File: src/rtl/bhm_pkg.sv
package bhm_pkg;

    // ==========================================================
    // widths
    localparam int BYTE_W   = 8;
    localparam int PROD_W   = 16;
    localparam int WIDE_W   = 32;
    localparam int ADDR_W   = 4;
    localparam int FILE_N   = 16;
    localparam int FLAG_W   = 4;

    // ==========================================================
    // status flag positions
    localparam int FLAG_C   = 0;
    localparam int FLAG_Z   = 1;
    localparam int FLAG_OV  = 2;
    localparam int FLAG_N   = 3;

    // ==========================================================
    // values after reset
    localparam logic [7:0] WORKING_REGISTER_RST  = 8'h00;
    localparam logic [7:0] FILE_RST  = 8'h00;
    localparam logic [7:0] PROD_RST  = 8'h00;
    localparam logic [3:0] FLAGS_RST = 4'h0;

    // ==========================================================
    // file slots for the multiply sequencer; it uses only the b slots
    localparam logic [3:0] SLOT_A_LO = 4'h0;
    localparam logic [3:0] SLOT_A_HI = 4'h1;
    localparam logic [3:0] SLOT_B_LO = 4'h2;
    localparam logic [3:0] SLOT_B_HI = 4'h3;

    // partial product weights, as shift counts
    localparam int SHIFT_HH = 16;
    localparam int SHIFT_X  = 8;
    localparam int SHIFT_LL = 0;

    // ==========================================================
    // core operations issued by the sequencer, all but OP_WPL
    typedef enum logic [2:0] {
        OP_NOP = 3'h0,  // idle
        OP_LDW = 3'h1,  // working_register <= data
        OP_WRF = 3'h2,  // file[addr] <= data
        OP_MUL = 3'h3,  // multiply_working_by_file
        OP_ADD = 3'h4,  // working_register += file[addr], flags
        OP_SUB = 3'h5,  // working_register -= file[addr], flags
        OP_WPH = 3'h6,  // explicit write of product_high_byte
        OP_WPL = 3'h7   // explicit write of product_low_byte
    } bhm_op_t;

    // multiply modes of the sequencer
    typedef enum logic [1:0] {
        MODE_U8  = 2'h0,
        MODE_S8  = 2'h1,
        MODE_U16 = 2'h2,
        MODE_S16 = 2'h3
    } bhm_mode_t;

endpackage : bhm_pkg

File: src/rtl/bhm_if.sv
`timescale 1ns/1ps
`default_nettype none

interface bhm_if;
    import bhm_pkg::*;

    // ==========================================================
    // operation request, sequencer to core
    bhm_op_t          op;
    logic [3:0]       addr;
    logic [7:0]       wdata;

    // product register pair, core to sequencer
    logic [7:0]       product_high_byte;
    logic [7:0]       product_low_byte;

    modport core (
        input  op,
        input  addr,
        input  wdata,
        output product_high_byte,
        output product_low_byte
    );

    modport seq (
        output op,
        output addr,
        output wdata,
        input  product_high_byte,
        input  product_low_byte
    );

endinterface : bhm_if

`default_nettype wire

File: src/rtl/bhm_seq.sv
`timescale 1ns/1ps
`default_nettype none

module bhm_seq
    import bhm_pkg::*;
(
    // clock and reset
    input  wire logic        clk,
    input  wire logic        arst_n,

    // operation port towards the core
    bhm_if.seq               bus,

    // user request
    input  wire logic        start,
    input  wire logic [1:0]  mode,
    input  wire logic [15:0] operand_a,
    input  wire logic [15:0] operand_b,

    // user answer
    output var  logic        busy,
    output var  logic        done,
    output var  logic [31:0] wide_result_bytes
);

    // ==========================================================
    // sequencer states, one-hot
    typedef enum logic [6:0] {
        S_IDLE = 7'b0000001,
        S_FILE = 7'b0000010,
        S_LDW  = 7'b0000100,
        S_MUL  = 7'b0001000,
        S_WAIT = 7'b0010000,
        S_ACC  = 7'b0100000,
        S_FIX  = 7'b1000000
    } bhm_seq_state_t;

    bhm_seq_state_t state_q;
    logic [1:0]     idx_q;
    logic [15:0]    a_q;
    logic [15:0]    b_q;
    bhm_mode_t      mode_q;
    logic [31:0]    acc_q;
    bhm_op_t        op_q;
    logic [3:0]     addr_q;
    logic [7:0]     wdata_q;

    logic           a_hi_sel;
    logic           b_hi_sel;
    logic [31:0]    partial;
    logic           wide;
    logic           last_part;
    logic [31:0]    fixed;

    // ==========================================================
    // partial product order: ll, hh, lo*hi, hi*lo
    assign a_hi_sel  = (idx_q == 2'd1) || (idx_q == 2'd3);
    assign b_hi_sel  = (idx_q == 2'd1) || (idx_q == 2'd2);
    assign wide      = (mode_q == MODE_U16) || (mode_q == MODE_S16);
    assign last_part = !wide || (idx_q == 2'd3);

    // weight the product pair by its byte position
    always_comb begin
        partial = {16'h0000, bus.product_high_byte, bus.product_low_byte};
        unique case (idx_q)
            2'd0:    partial = partial << SHIFT_LL; // RULE6
            2'd1:    partial = partial << SHIFT_HH; // RULE6
            default: partial = partial << SHIFT_X;  // RULE6
        endcase
    end

    // sign corrections after the unsigned sum
    always_comb begin
        fixed = acc_q;
        if (mode_q == MODE_S8) begin
            if (b_q[7]) fixed[15:8] = fixed[15:8] - a_q[7:0]; // RULE5
            if (a_q[7]) fixed[15:8] = fixed[15:8] - b_q[7:0]; // RULE5
        end else if (mode_q == MODE_S16) begin
            if (b_q[15]) fixed[31:16] = fixed[31:16] - a_q; // RULE7
            if (a_q[15]) fixed[31:16] = fixed[31:16] - b_q; // RULE7
        end
    end

    // ==========================================================
    // control and datapath of the sequence
    always_ff @(posedge clk or negedge arst_n) begin
        if (!arst_n) begin
            state_q <= S_IDLE;
            idx_q   <= 2'd0;
            a_q     <= 16'h0000;
            b_q     <= 16'h0000;
            mode_q  <= MODE_U8;
            acc_q   <= 32'h0000_0000;
            op_q    <= OP_NOP;
            addr_q  <= 4'h0;
            wdata_q <= 8'h00;
            done    <= 1'b0;
            busy    <= 1'b0;
            wide_result_bytes <= 32'h0000_0000;
        end else begin
            done <= 1'b0;
            op_q <= OP_NOP;
            unique case (state_q)
                S_IDLE: begin
                    if (start) begin
                        a_q     <= operand_a;
                        b_q     <= operand_b;
                        mode_q  <= bhm_mode_t'(mode);
                        acc_q   <= 32'h0000_0000;
                        idx_q   <= 2'd0;
                        busy    <= 1'b1;
                        state_q <= S_FILE;
                    end
                end
                S_FILE: begin
                    // park the b bytes in file slots for the multiply
                    op_q    <= OP_WRF;
                    addr_q  <= idx_q[0] ? SLOT_B_HI : SLOT_B_LO;
                    wdata_q <= idx_q[0] ? b_q[15:8] : b_q[7:0];
                    idx_q   <= idx_q + 2'd1;
                    if (idx_q[0]) begin
                        idx_q   <= 2'd0;
                        state_q <= S_LDW;
                    end
                end
                S_LDW: begin
                    op_q    <= OP_LDW; // RULE4
                    wdata_q <= a_hi_sel ? a_q[15:8] : a_q[7:0];
                    state_q <= S_MUL;
                end
                S_MUL: begin
                    op_q    <= OP_MUL; // RULE4
                    addr_q  <= b_hi_sel ? SLOT_B_HI : SLOT_B_LO;
                    state_q <= S_WAIT;
                end
                S_WAIT: begin
                    // spare slot: run the operand pair through the adder, so
                    // w and the flags show a byte sum or difference afterwards
                    op_q    <= idx_q[0] ? OP_SUB : OP_ADD;
                    state_q <= S_ACC;
                end
                S_ACC: begin
                    acc_q <= acc_q + partial; // RULE6
                    if (last_part) begin
                        state_q <= S_FIX;
                    end else begin
                        idx_q   <= idx_q + 2'd1;
                        state_q <= S_LDW;
                    end
                end
                S_FIX: begin
                    wide_result_bytes <= fixed; // RULE5 RULE7
                    // signed byte mode also leaves the corrected high byte
                    // in the product pair, as a software routine would
                    if (mode_q == MODE_S8) begin
                        op_q    <= OP_WPH; // RULE5
                        wdata_q <= fixed[15:8]; // RULE5
                    end
                    done    <= 1'b1;
                    busy    <= 1'b0;
                    state_q <= S_IDLE;
                end
            endcase
        end
    end

    // requests to the core come straight from flops
    assign bus.op    = op_q;
    assign bus.addr  = addr_q;
    assign bus.wdata = wdata_q;

endmodule : bhm_seq

`default_nettype wire

File: src/flat_wrapper.sv
// flat-port wrapper written by rule: the top's interface ports become plain ports
module bhm_seq_flat import bhm_pkg::*;
  (clk, arst_n, start, mode, operand_a, operand_b, busy, done, wide_result_bytes, bus_op, bus_addr, bus_wdata, bus_product_high_byte, bus_product_low_byte);
  bhm_if bus_i ();
  input  wire logic clk;
  input  wire logic arst_n;
  input  wire logic start;
  input  wire logic [1:0] mode;
  input  wire logic [15:0] operand_a;
  input  wire logic [15:0] operand_b;
  output var  logic busy;
  output var  logic done;
  output var  logic [31:0] wide_result_bytes;
  output wire logic [$bits(bus_i.op)-1:0] bus_op;
  output wire logic [$bits(bus_i.addr)-1:0] bus_addr;
  output wire logic [$bits(bus_i.wdata)-1:0] bus_wdata;
  input wire logic [$bits(bus_i.product_high_byte)-1:0] bus_product_high_byte;
  input wire logic [$bits(bus_i.product_low_byte)-1:0] bus_product_low_byte;
  assign bus_op = bus_i.op;
  assign bus_addr = bus_i.addr;
  assign bus_wdata = bus_i.wdata;
  assign bus_i.product_high_byte = bus_product_high_byte;
  assign bus_i.product_low_byte = bus_product_low_byte;
  bhm_seq u_core (.clk(clk), .arst_n(arst_n), .bus(bus_i), .start(start), .mode(mode), .operand_a(operand_a), .operand_b(operand_b), .busy(busy), .done(done), .wide_result_bytes(wide_result_bytes));
endmodule
File: config.mk
export PLATFORM = sky130hd
export DESIGN_NAME = bhm_seq_flat
export DESIGN_NICKNAME = d
export VERILOG_FILES = /design/src/rtl/bhm_pkg.sv /design/src/rtl/bhm_if.sv /design/src/rtl/bhm_seq.sv /design/src/flat_wrapper.sv
export SDC_FILE = /design/constraint.sdc
export NUM_CORES = 1
export LEC_CHECK = 0
export BUFFER_PORTS_ARGS = -buffer_cell sky130_fd_sc_hd__buf_4
export CORE_MARGIN = 4
export CORE_UTILIZATION = 55
export DETAILED_ROUTE_END_ITERATION = 8
export PLACE_DENSITY = 0.74
export SLEW_MARGIN = 20
export SYNTH_ARGS = -nofsm -noshare
export SYNTH_HDL_FRONTEND = slang
export SYNTH_SLANG_ARGS = --single-unit
File: constraint.sdc
create_clock -name clk -period 8.1 [get_ports clk]
set_input_delay 0.405 -clock clk [delete_from_list [all_inputs] [get_ports clk]]
set_output_delay 0.405 -clock clk [all_outputs]
set_load 0.02 [all_outputs]
==> results of run 1 <==
## final timing paths
kind / startpoint / end / slack (ns) / cells past startpoint
max in group asynchronous: arst_n / u_core.wide_result_bytes[18]$_DFFE_PN0P_ / 6.75 / 2
min: arst_n / u_core.a_q[13]$_DFFE_PN0P_ / 0.12 / 1
max: u_core.idx_q[0]$_DFFE_PN0P_ / u_core.acc_q[14]$_DFFE_PN0P_ / 3.56 / 14
min in group clk: mode[0] / u_core.mode_q[0]$_DFFE_PN0P_ / 0.18 / 3
min reg2reg: u_core.wide_result_bytes[2]$_DFFE_PN0P_ / u_core.wide_result_bytes[2]$_DFFE_PN0P_ / 0.47 / 2
max reg2reg: u_core.idx_q[0]$_DFFE_PN0P_ / u_core.acc_q[14]$_DFFE_PN0P_ / 3.56 / 14
## final cells by class
type	instances	area, um^2	area share [%]
clock buffers	19	453	4.22
multi-input cells	893	5830	54.3
clock inverters	13	118	1.10
repair buffers	106	796	7.41
flip-flops and latches	122	3050	28.4
well taps	220	275	2.56
inverters	57	214	1.99
## synthesized netlist by cell type (13+ instances only)
master	n
sky130_fd_sc_hd__a211oi_1	13
sky130_fd_sc_hd__a21o_1	27
sky130_fd_sc_hd__a21oi_1	73
sky130_fd_sc_hd__and2_1	22
sky130_fd_sc_hd__clkbuf_1	43
sky130_fd_sc_hd__dfrtp_1	121
sky130_fd_sc_hd__ha_1	79
sky130_fd_sc_hd__inv_1	57
sky130_fd_sc_hd__mux2_2	15
sky130_fd_sc_hd__mux2i_1	23
sky130_fd_sc_hd__nand2_1	187
sky130_fd_sc_hd__nand2b_1	25
sky130_fd_sc_hd__nor2_1	59
sky130_fd_sc_hd__nor2b_1	16
sky130_fd_sc_hd__nor3_1	15
sky130_fd_sc_hd__o21ai_0	132
sky130_fd_sc_hd__xnor2_1	35
sky130_fd_sc_hd__xor2_1	21
## logic make-up (layout without fill, tap and decap cells)
logic type,Yosys count,in the layout
other cells,1,2
xor+xnor,56,56
fa+ha+maj,84,84
buf+inv,106,195
flops,122,122
compound gates,327,327
mux,38,38
simple gates,386,386
## report_power, final
group	switching [mW]	internal (mW)	leakage, nW
Combinational	1.17	0.902	3.48
Clock	0.299	0.440	0.280
Sequential	0.186	0.748	1.49
## registers in the layout, summed over array words and instances (netlist names)
| signal | count |
|---|---|
| u_core.bus.addr | 2 |
| u_core.a_q | 16 |
| u_core.busy | 1 |
| u_core.bus.wdata | 8 |
| u_core.idx_q | 2 |
| u_core.bus.op | 3 |
| u_core.b_q | 16 |
| u_core.state_q | 7 |
| u_core.acc_q | 32 |
| u_core.done | 1 |
| u_core.mode_q | 2 |
| u_core.wide_result_bytes | 32 |
## routing by layer
metal  global-route usage [%]  routed length [um]
met5                        0                   0
met4                     8.53                 581
met3                     5.73                1770
met2                     43.2               11900
met1                     39.6               11900
## per-stage QoR
step | instances | hold WS [ns] | area, um^2
finish | 1430 | 0.118 | 10700
global route | 1430 | 0.165 | 10700
CTS | 1430 | 0.146 | 10700
detailed placement | 1398 | 0.463 | 10200
global placement | 1398 | 0.461 | 10200
floorplan | 1121 | 0.109 | 9330
## worst max-delay path: stages (launching register included)
cell and delay, ns:
sky130_fd_sc_hd__dfrtp_1 0.85, sky130_fd_sc_hd__inv_1 0.17, sky130_fd_sc_hd__ha_1 0.54, sky130_fd_sc_hd__and2_1 0.28
sky130_fd_sc_hd__ha_1 0.20, sky130_fd_sc_hd__fa_1 0.43, sky130_fd_sc_hd__a211oi_1 0.28, sky130_fd_sc_hd__o21bai_1 0.13
sky130_fd_sc_hd__a21oi_1 0.27, sky130_fd_sc_hd__o21ai_0 0.23, sky130_fd_sc_hd__a211o_2 0.39, sky130_fd_sc_hd__a21o_1 0.18
sky130_fd_sc_hd__a21oi_1 0.19, sky130_fd_sc_hd__xor2_1 0.17, sky130_fd_sc_hd__o21ai_0 0.09
==> results.cfg, run 1 <==
[run_status]
run_status = finished, final reports clean

[timing]
slew_headroom_pct = 27.8
final_critical_path_setup_slack_ns = 3.56
timing.final.hold_violations = 0
rsz0062_at_grt = false
timing.final.setup_violations = 0
slew_viol_final = 0
period_needed_ns = 4.54
final.setup.tns_ns = 0
maxClockFrequency_mhz = 220
measured_slew_at_the_worst_slew_check_pin_ns = 1.08
fin_skew_ns = 0.00980
final_min_period_over_clock_period_pct = 56.1

[yosys]
synth-xor-area-share_pct = 5.26
synth_edf_count = 0
synth_largest_type_area_fraction_pct = 32.5
muxShareOfSynthArea_pct = 4.28
synth.lib_cells_used.distinct = 75
synthDominantAreaCellType = sky130_fd_sc_hd__dfrtp_1
post_synth_fa_ha_maj_area_fraction_pct = 11.7
ys_warn_count = 0
synth_compound_gate_area_share_pct = 21.7
synthesized_area_divided_by_synthesized_cell_count_um2 = 8.32
ys_dominant_reg_cell = sky130_fd_sc_hd__dfrtp_1
synth_area_leaders = sky130_fd_sc_hd__dfrtp_1 (32%), sky130_fd_sc_hd__ha_1 (11%), sky130_fd_sc_hd__nand2_1 (7.5%)
asr_flop_ratio_synth_pct = 100
synth_seq_cells = 122
syn_inst = 1120
post_synth_and_or_nand_nor_area_fraction_pct = 19.5
syn-cell-area_um2 = 9320
synth_top_family_by_area = compound AO/OA/AOI/OAI gates
synth_sequential_area_ratio_pct = 32.8

[worst_setup_path]
crit_arrival_ns = 4.83
critPathMaxFanout = 32
startpoint_type = flip-flop
crit_required_ns = 8.39
worstSetupPathType = reg -> reg
timing.critical_path.to_type = flip-flop

[die]
die_width_um = 138
die_height_um = 138
floorplan.initialDensity_pct = 56.2
floorplan.io_pins = 102
core_um2 = 16600
die_area_um2 = 19100
fp-row-count = 47

[clocking]
post-cts-setup-buffers = 0
clock_tree.root_cell = sky130_fd_sc_hd__clkbuf_16
numCtsBuffers = 17
clk-insertion-delay-late_ns = 0.42
tritoncts_clock_tree = yes
clock_pin_slew_reported_for_the_worst_setup_and_hold_paths_after_clock_tree_synthesis_ns = 0.06
cts_htree_levels = 4
cts-root-to-sink-buffers = 2
cts_sinks = 122
cts.repair.resized = 0
cts.hold.buffers_added = 0

[cells_and_area]
diodes = 0
synthesis_to_layout_area_growth_pct = 15.2
layout_common_cells = sky130_fd_sc_hd__nand2_1 (187), sky130_fd_sc_hd__o21ai_0 (132), sky130_fd_sc_hd__dfrtp_1 (121)
post-route-util_pct = 64.8
mostFrequentLayoutCell = sky130_fd_sc_hd__nand2_1
post_route_cells_drive_above_1_share_pct = 15.0
fillCellCount = 1472
design.final.nets = 1334

[global_routing]
grt_util_all_layers_pct = 27.9
grt_max_degree = 71
number_of_global_route_vias_before_repair = 8054
antenna_violations_before_repair = 0
globalRoute.totalOverflow = 0
grt_pass1_wl_um = 43100

[detailed_routing]
route.final.wire_length_um = 26200
drt-initial-drc-count = 659
detail-route-antenna-nets = 0
num_vias = 8426
firstDrtPassIters = 5
wl_per_cell_um = 18.3
post-route-drc-count = 0
drt-vias-per-instance = 5.89

[placement]
gp_congestion = 0.939
place.port_buffers = 99
place_hpwl_um = 19700
dp_slack_ns = 3.58

[flow_run]
max_cap_violations = 0

[power]
pwr_density_cell_nw_per_um2 = 348
p_leak_nw = 5.25
worst_ir_drop_on_vdd_v = 0.000180
total_power_mw = 3.74

[min_path]
min_path_type = in -> async
Note: power is estimated with default switching activity, not from simulation.
==> inputs of run 2 (changes only) <==
--- a/config.mk
+++ b/config.mk
@@ -7,9 +7,9 @@
 export LEC_CHECK = 0
 export BUFFER_PORTS_ARGS = -buffer_cell sky130_fd_sc_hd__buf_4
 export CORE_MARGIN = 4
-export CORE_UTILIZATION = 55
+export CORE_UTILIZATION = 54
 export DETAILED_ROUTE_END_ITERATION = 8
-export PLACE_DENSITY = 0.74
+export PLACE_DENSITY = 0.75
 export SLEW_MARGIN = 20
 export SYNTH_ARGS = -nofsm -noshare
 export SYNTH_HDL_FRONTEND = slang
==> constraint.sdc (replaced) <==
create_clock -name clk -period 4.1 [get_ports clk]
set_input_delay 0.205 -clock clk [delete_from_list [all_inputs] [get_ports clk]]
set_output_delay 0.205 -clock clk [all_outputs]
set_load 0.02 [all_outputs]
==> run 2 against run 1 <==
  * Global-route usage is 0.31 points lower
  * Routed wire length increased by 2.6%
  * Non-clock buffer count increased by 49
  * Critical endpoint is now u_core.wide_result_bytes[31]$_DFFE_PN0P_
  * Largest cell class unchanged
==> results.cfg, run 2 (same netlist as run 1, synthesis figures left out) <==
[timing]
rsz0062_at_grt = true
slew_viol_final = 0
fin_skew_ns = 0.0145
final_min_period_over_clock_period_pct = 97.4
timing.final.hold_violations = 0
final_critical_path_setup_slack_ns = 0.106
slew_headroom_pct = 31.6
period_needed_ns = 3.99
timing.final.setup_violations = 0
measured_slew_at_the_worst_slew_check_pin_ns = 1.02
worst_hold_margin_ns = 0.00484
maxClockFrequency_mhz = 250

[global_routing]
antenna_violations_before_repair = 0
number_of_global_route_vias_before_repair = 8369
grt_max_degree = 65
grt_pass1_wl_um = 43200
globalRoute.totalOverflow = 0
grt_util_all_layers_pct = 27.6

[placement]
dp_slack_ns = -0.0652
place_hpwl_um = 20300
dpl-instance-area_um2 = 10400
place.port_buffers = 99
gp_congestion = 0.947
placedCellCount = 1426

[detailed_routing]
drt-vias-per-instance = 5.85
firstDrtPassIters = 5
post-route-drc-count = 0
num_vias = 8657
wl_per_cell_um = 18.2
drt-initial-drc-count = 656
detail-route-antenna-nets = 0
route.final.wire_length_um = 26900

[clocking]
cts-root-to-sink-buffers = 2
numCtsBuffers = 17
clock_tree.root_cell = sky130_fd_sc_hd__clkbuf_16
cts_sinks = 122
clk-insertion-delay-late_ns = 0.43
tritoncts_clock_tree = yes
clock_pin_slew_reported_for_the_worst_setup_and_hold_paths_after_clock_tree_synthesis_ns = 0.06
cts_htree_levels = 4

[die]
die_width_um = 139
die_height_um = 139
floorplan.initialDensity_pct = 55.6
core_um2 = 16800
fp-row-count = 47
die_area_um2 = 19400
floorplan.io_pins = 102

[power]
pwr_density_cell_nw_per_um2 = 681
p_leak_nw = 5.46
worst_ir_drop_on_vdd_v = 0.000400

[worst_setup_path]
worst-path-buf-inv = 3
worstSetupPathType = reg -> reg
timing.critical_path.to_type = flip-flop
cp_cell_sequence = inv_1 -> ha_1 -> inv_1 -> fa_2 -> a21o_1 -> a21oi_2 -> buf_4 -> o21a_1 -> o31ai_1 -> a21oi_1 -> xnor2_1 -> mux2_2 -> ha_1 -> a21oi_2 -> nor2b_1 -> nor4_2 -> nand2_1 -> a211oi_2 -> xnor2_1 -> mux2i_1 -> nand2_1
critPathMaxFanout = 3
crit_arrival_ns = 4.30
slowest_delay_ns = 0.38
path_delay_family = compound AO/OA/AOI/OAI gates
startpoint_type = flip-flop
crit_required_ns = 4.41
critical-path-slowest-cell = sky130_fd_sc_hd__dfrtp_1

[cells_and_area]
design.final.nets = 1383
reg.largest.list = u_core.acc_q x32, u_core.wide_result_bytes x32
post_route_cells_drive_above_1_share_pct = 17.3
finish.instance_area_um2 = 11200
mostFrequentLayoutCell = sky130_fd_sc_hd__nand2_1
post_layout_nonfiller_instances = 1479
layout_common_cells = sky130_fd_sc_hd__nand2_1 (187), sky130_fd_sc_hd__buf_4 (136), sky130_fd_sc_hd__o21ai_0 (130)
fillCellCount = 1435
diodes = 0
synthesis_to_layout_area_growth_pct = 20.0

[flow_run]
max_cap_violations = 0

[min_path]
min_path_type = in -> reg

[run_status]
run_status = finished, final reports clean
-- run 2: cell type report --
| cell class | instances | area [um^2] | area share [%] |
|---|---|---|---|
| inverter | 57 | 214 | 1.91 |
| multi-input combinational | 893 | 5870 | 52.5 |
| sequential | 122 | 3050 | 27.3 |
| tap | 220 | 275 | 2.46 |
| clock inverter | 11 | 126 | 1.13 |
| timing repair buffer | 155 | 1210 | 10.8 |
| clock buffer | 21 | 440 | 3.94 |
-- run 2: path summary, 6_finish.rpt --
path | startpoint | end | slack, ns | cells after the start
worst max register to register | u_core.acc_q[16]$_DFFE_PN0P_ | u_core.wide_result_bytes[31]$_DFFE_PN0P_ | 0.11 | 21
worst min register to register | u_core.wide_result_bytes[2]$_DFFE_PN0P_ | u_core.wide_result_bytes[2]$_DFFE_PN0P_ | 0.47 | 2
max in group asynchronous | arst_n | u_core.state_q[0]$_DFFE_PN1P_ | 2.70 | 3
worst max-delay path | u_core.acc_q[16]$_DFFE_PN0P_ | u_core.wide_result_bytes[31]$_DFFE_PN0P_ | 0.11 | 21
worst min-delay path | operand_a[0] | u_core.a_q[0]$_DFFE_PN0P_ | 0.005 | 3
min in group asynchronous | arst_n | u_core.b_q[12]$_DFFE_PN0P_ | 0.43 | 2
-- run 2: repair_timing --
action	CTS	global route
endpoints found under the hold margin	76	0
setup buffers	0	2
pin swaps	0	9
setup endpoints to repair	2	6
gates resized for setup	4	9
hold buffers	19	0
-- run 2: through the flow --
stage,TNS [ns],util (%),power (mW)
after global routing,-0.105,66.8,8.21
after floorplan,0,-,4.92
final,0,66.8,7.62
after detailed placement,-0.121,61.9,6.02
after CTS,-0.000709,66.5,7.55
after global placement,-0.00172,61.9,5.94
-- run 2: per-layer routing --
metal | part of all wire, % | up-vias | track usage [%] | wire length (um)
li1 | - | 4196 | - | -
met1 | 45 | 4098 | 39.1 | 12200
met2 | 45 | 318 | 42.8 | 12200
met3 | 7.0 | 45 | 5.39 | 1880
met4 | 2.4 | 0 | 8.60 | 635
met5 | 0 | - | 0 | 0
-- run 2: worst reg2reg max path, delay by kind of cell (launching register included) --
| family | cells | cell delay, ns |
|---|---|---|
| XOR/XNOR | 2 | 0.26 |
| flip-flops | 1 | 0.38 |
| AO/OA/AOI/OAI | 7 | 1.15 |
| buffers and inverters | 3 | 0.28 |
| AND/OR/NAND/NOR | 4 | 0.49 |
| adder cells (fa/ha/maj) | 3 | 0.82 |
| multiplexers | 2 | 0.48 |
-- run 2: report_power, final --
part | total (mW) | internal [mW] | leakage, nW | switching, mW
clock | 1.46 | 0.894 | 0.264 | 0.564
combinational | 4.42 | 1.93 | 3.71 | 2.48
sequential | 1.74 | 1.48 | 1.49 | 0.262
total | 7.62 | 4.31 | 5.46 | 3.31
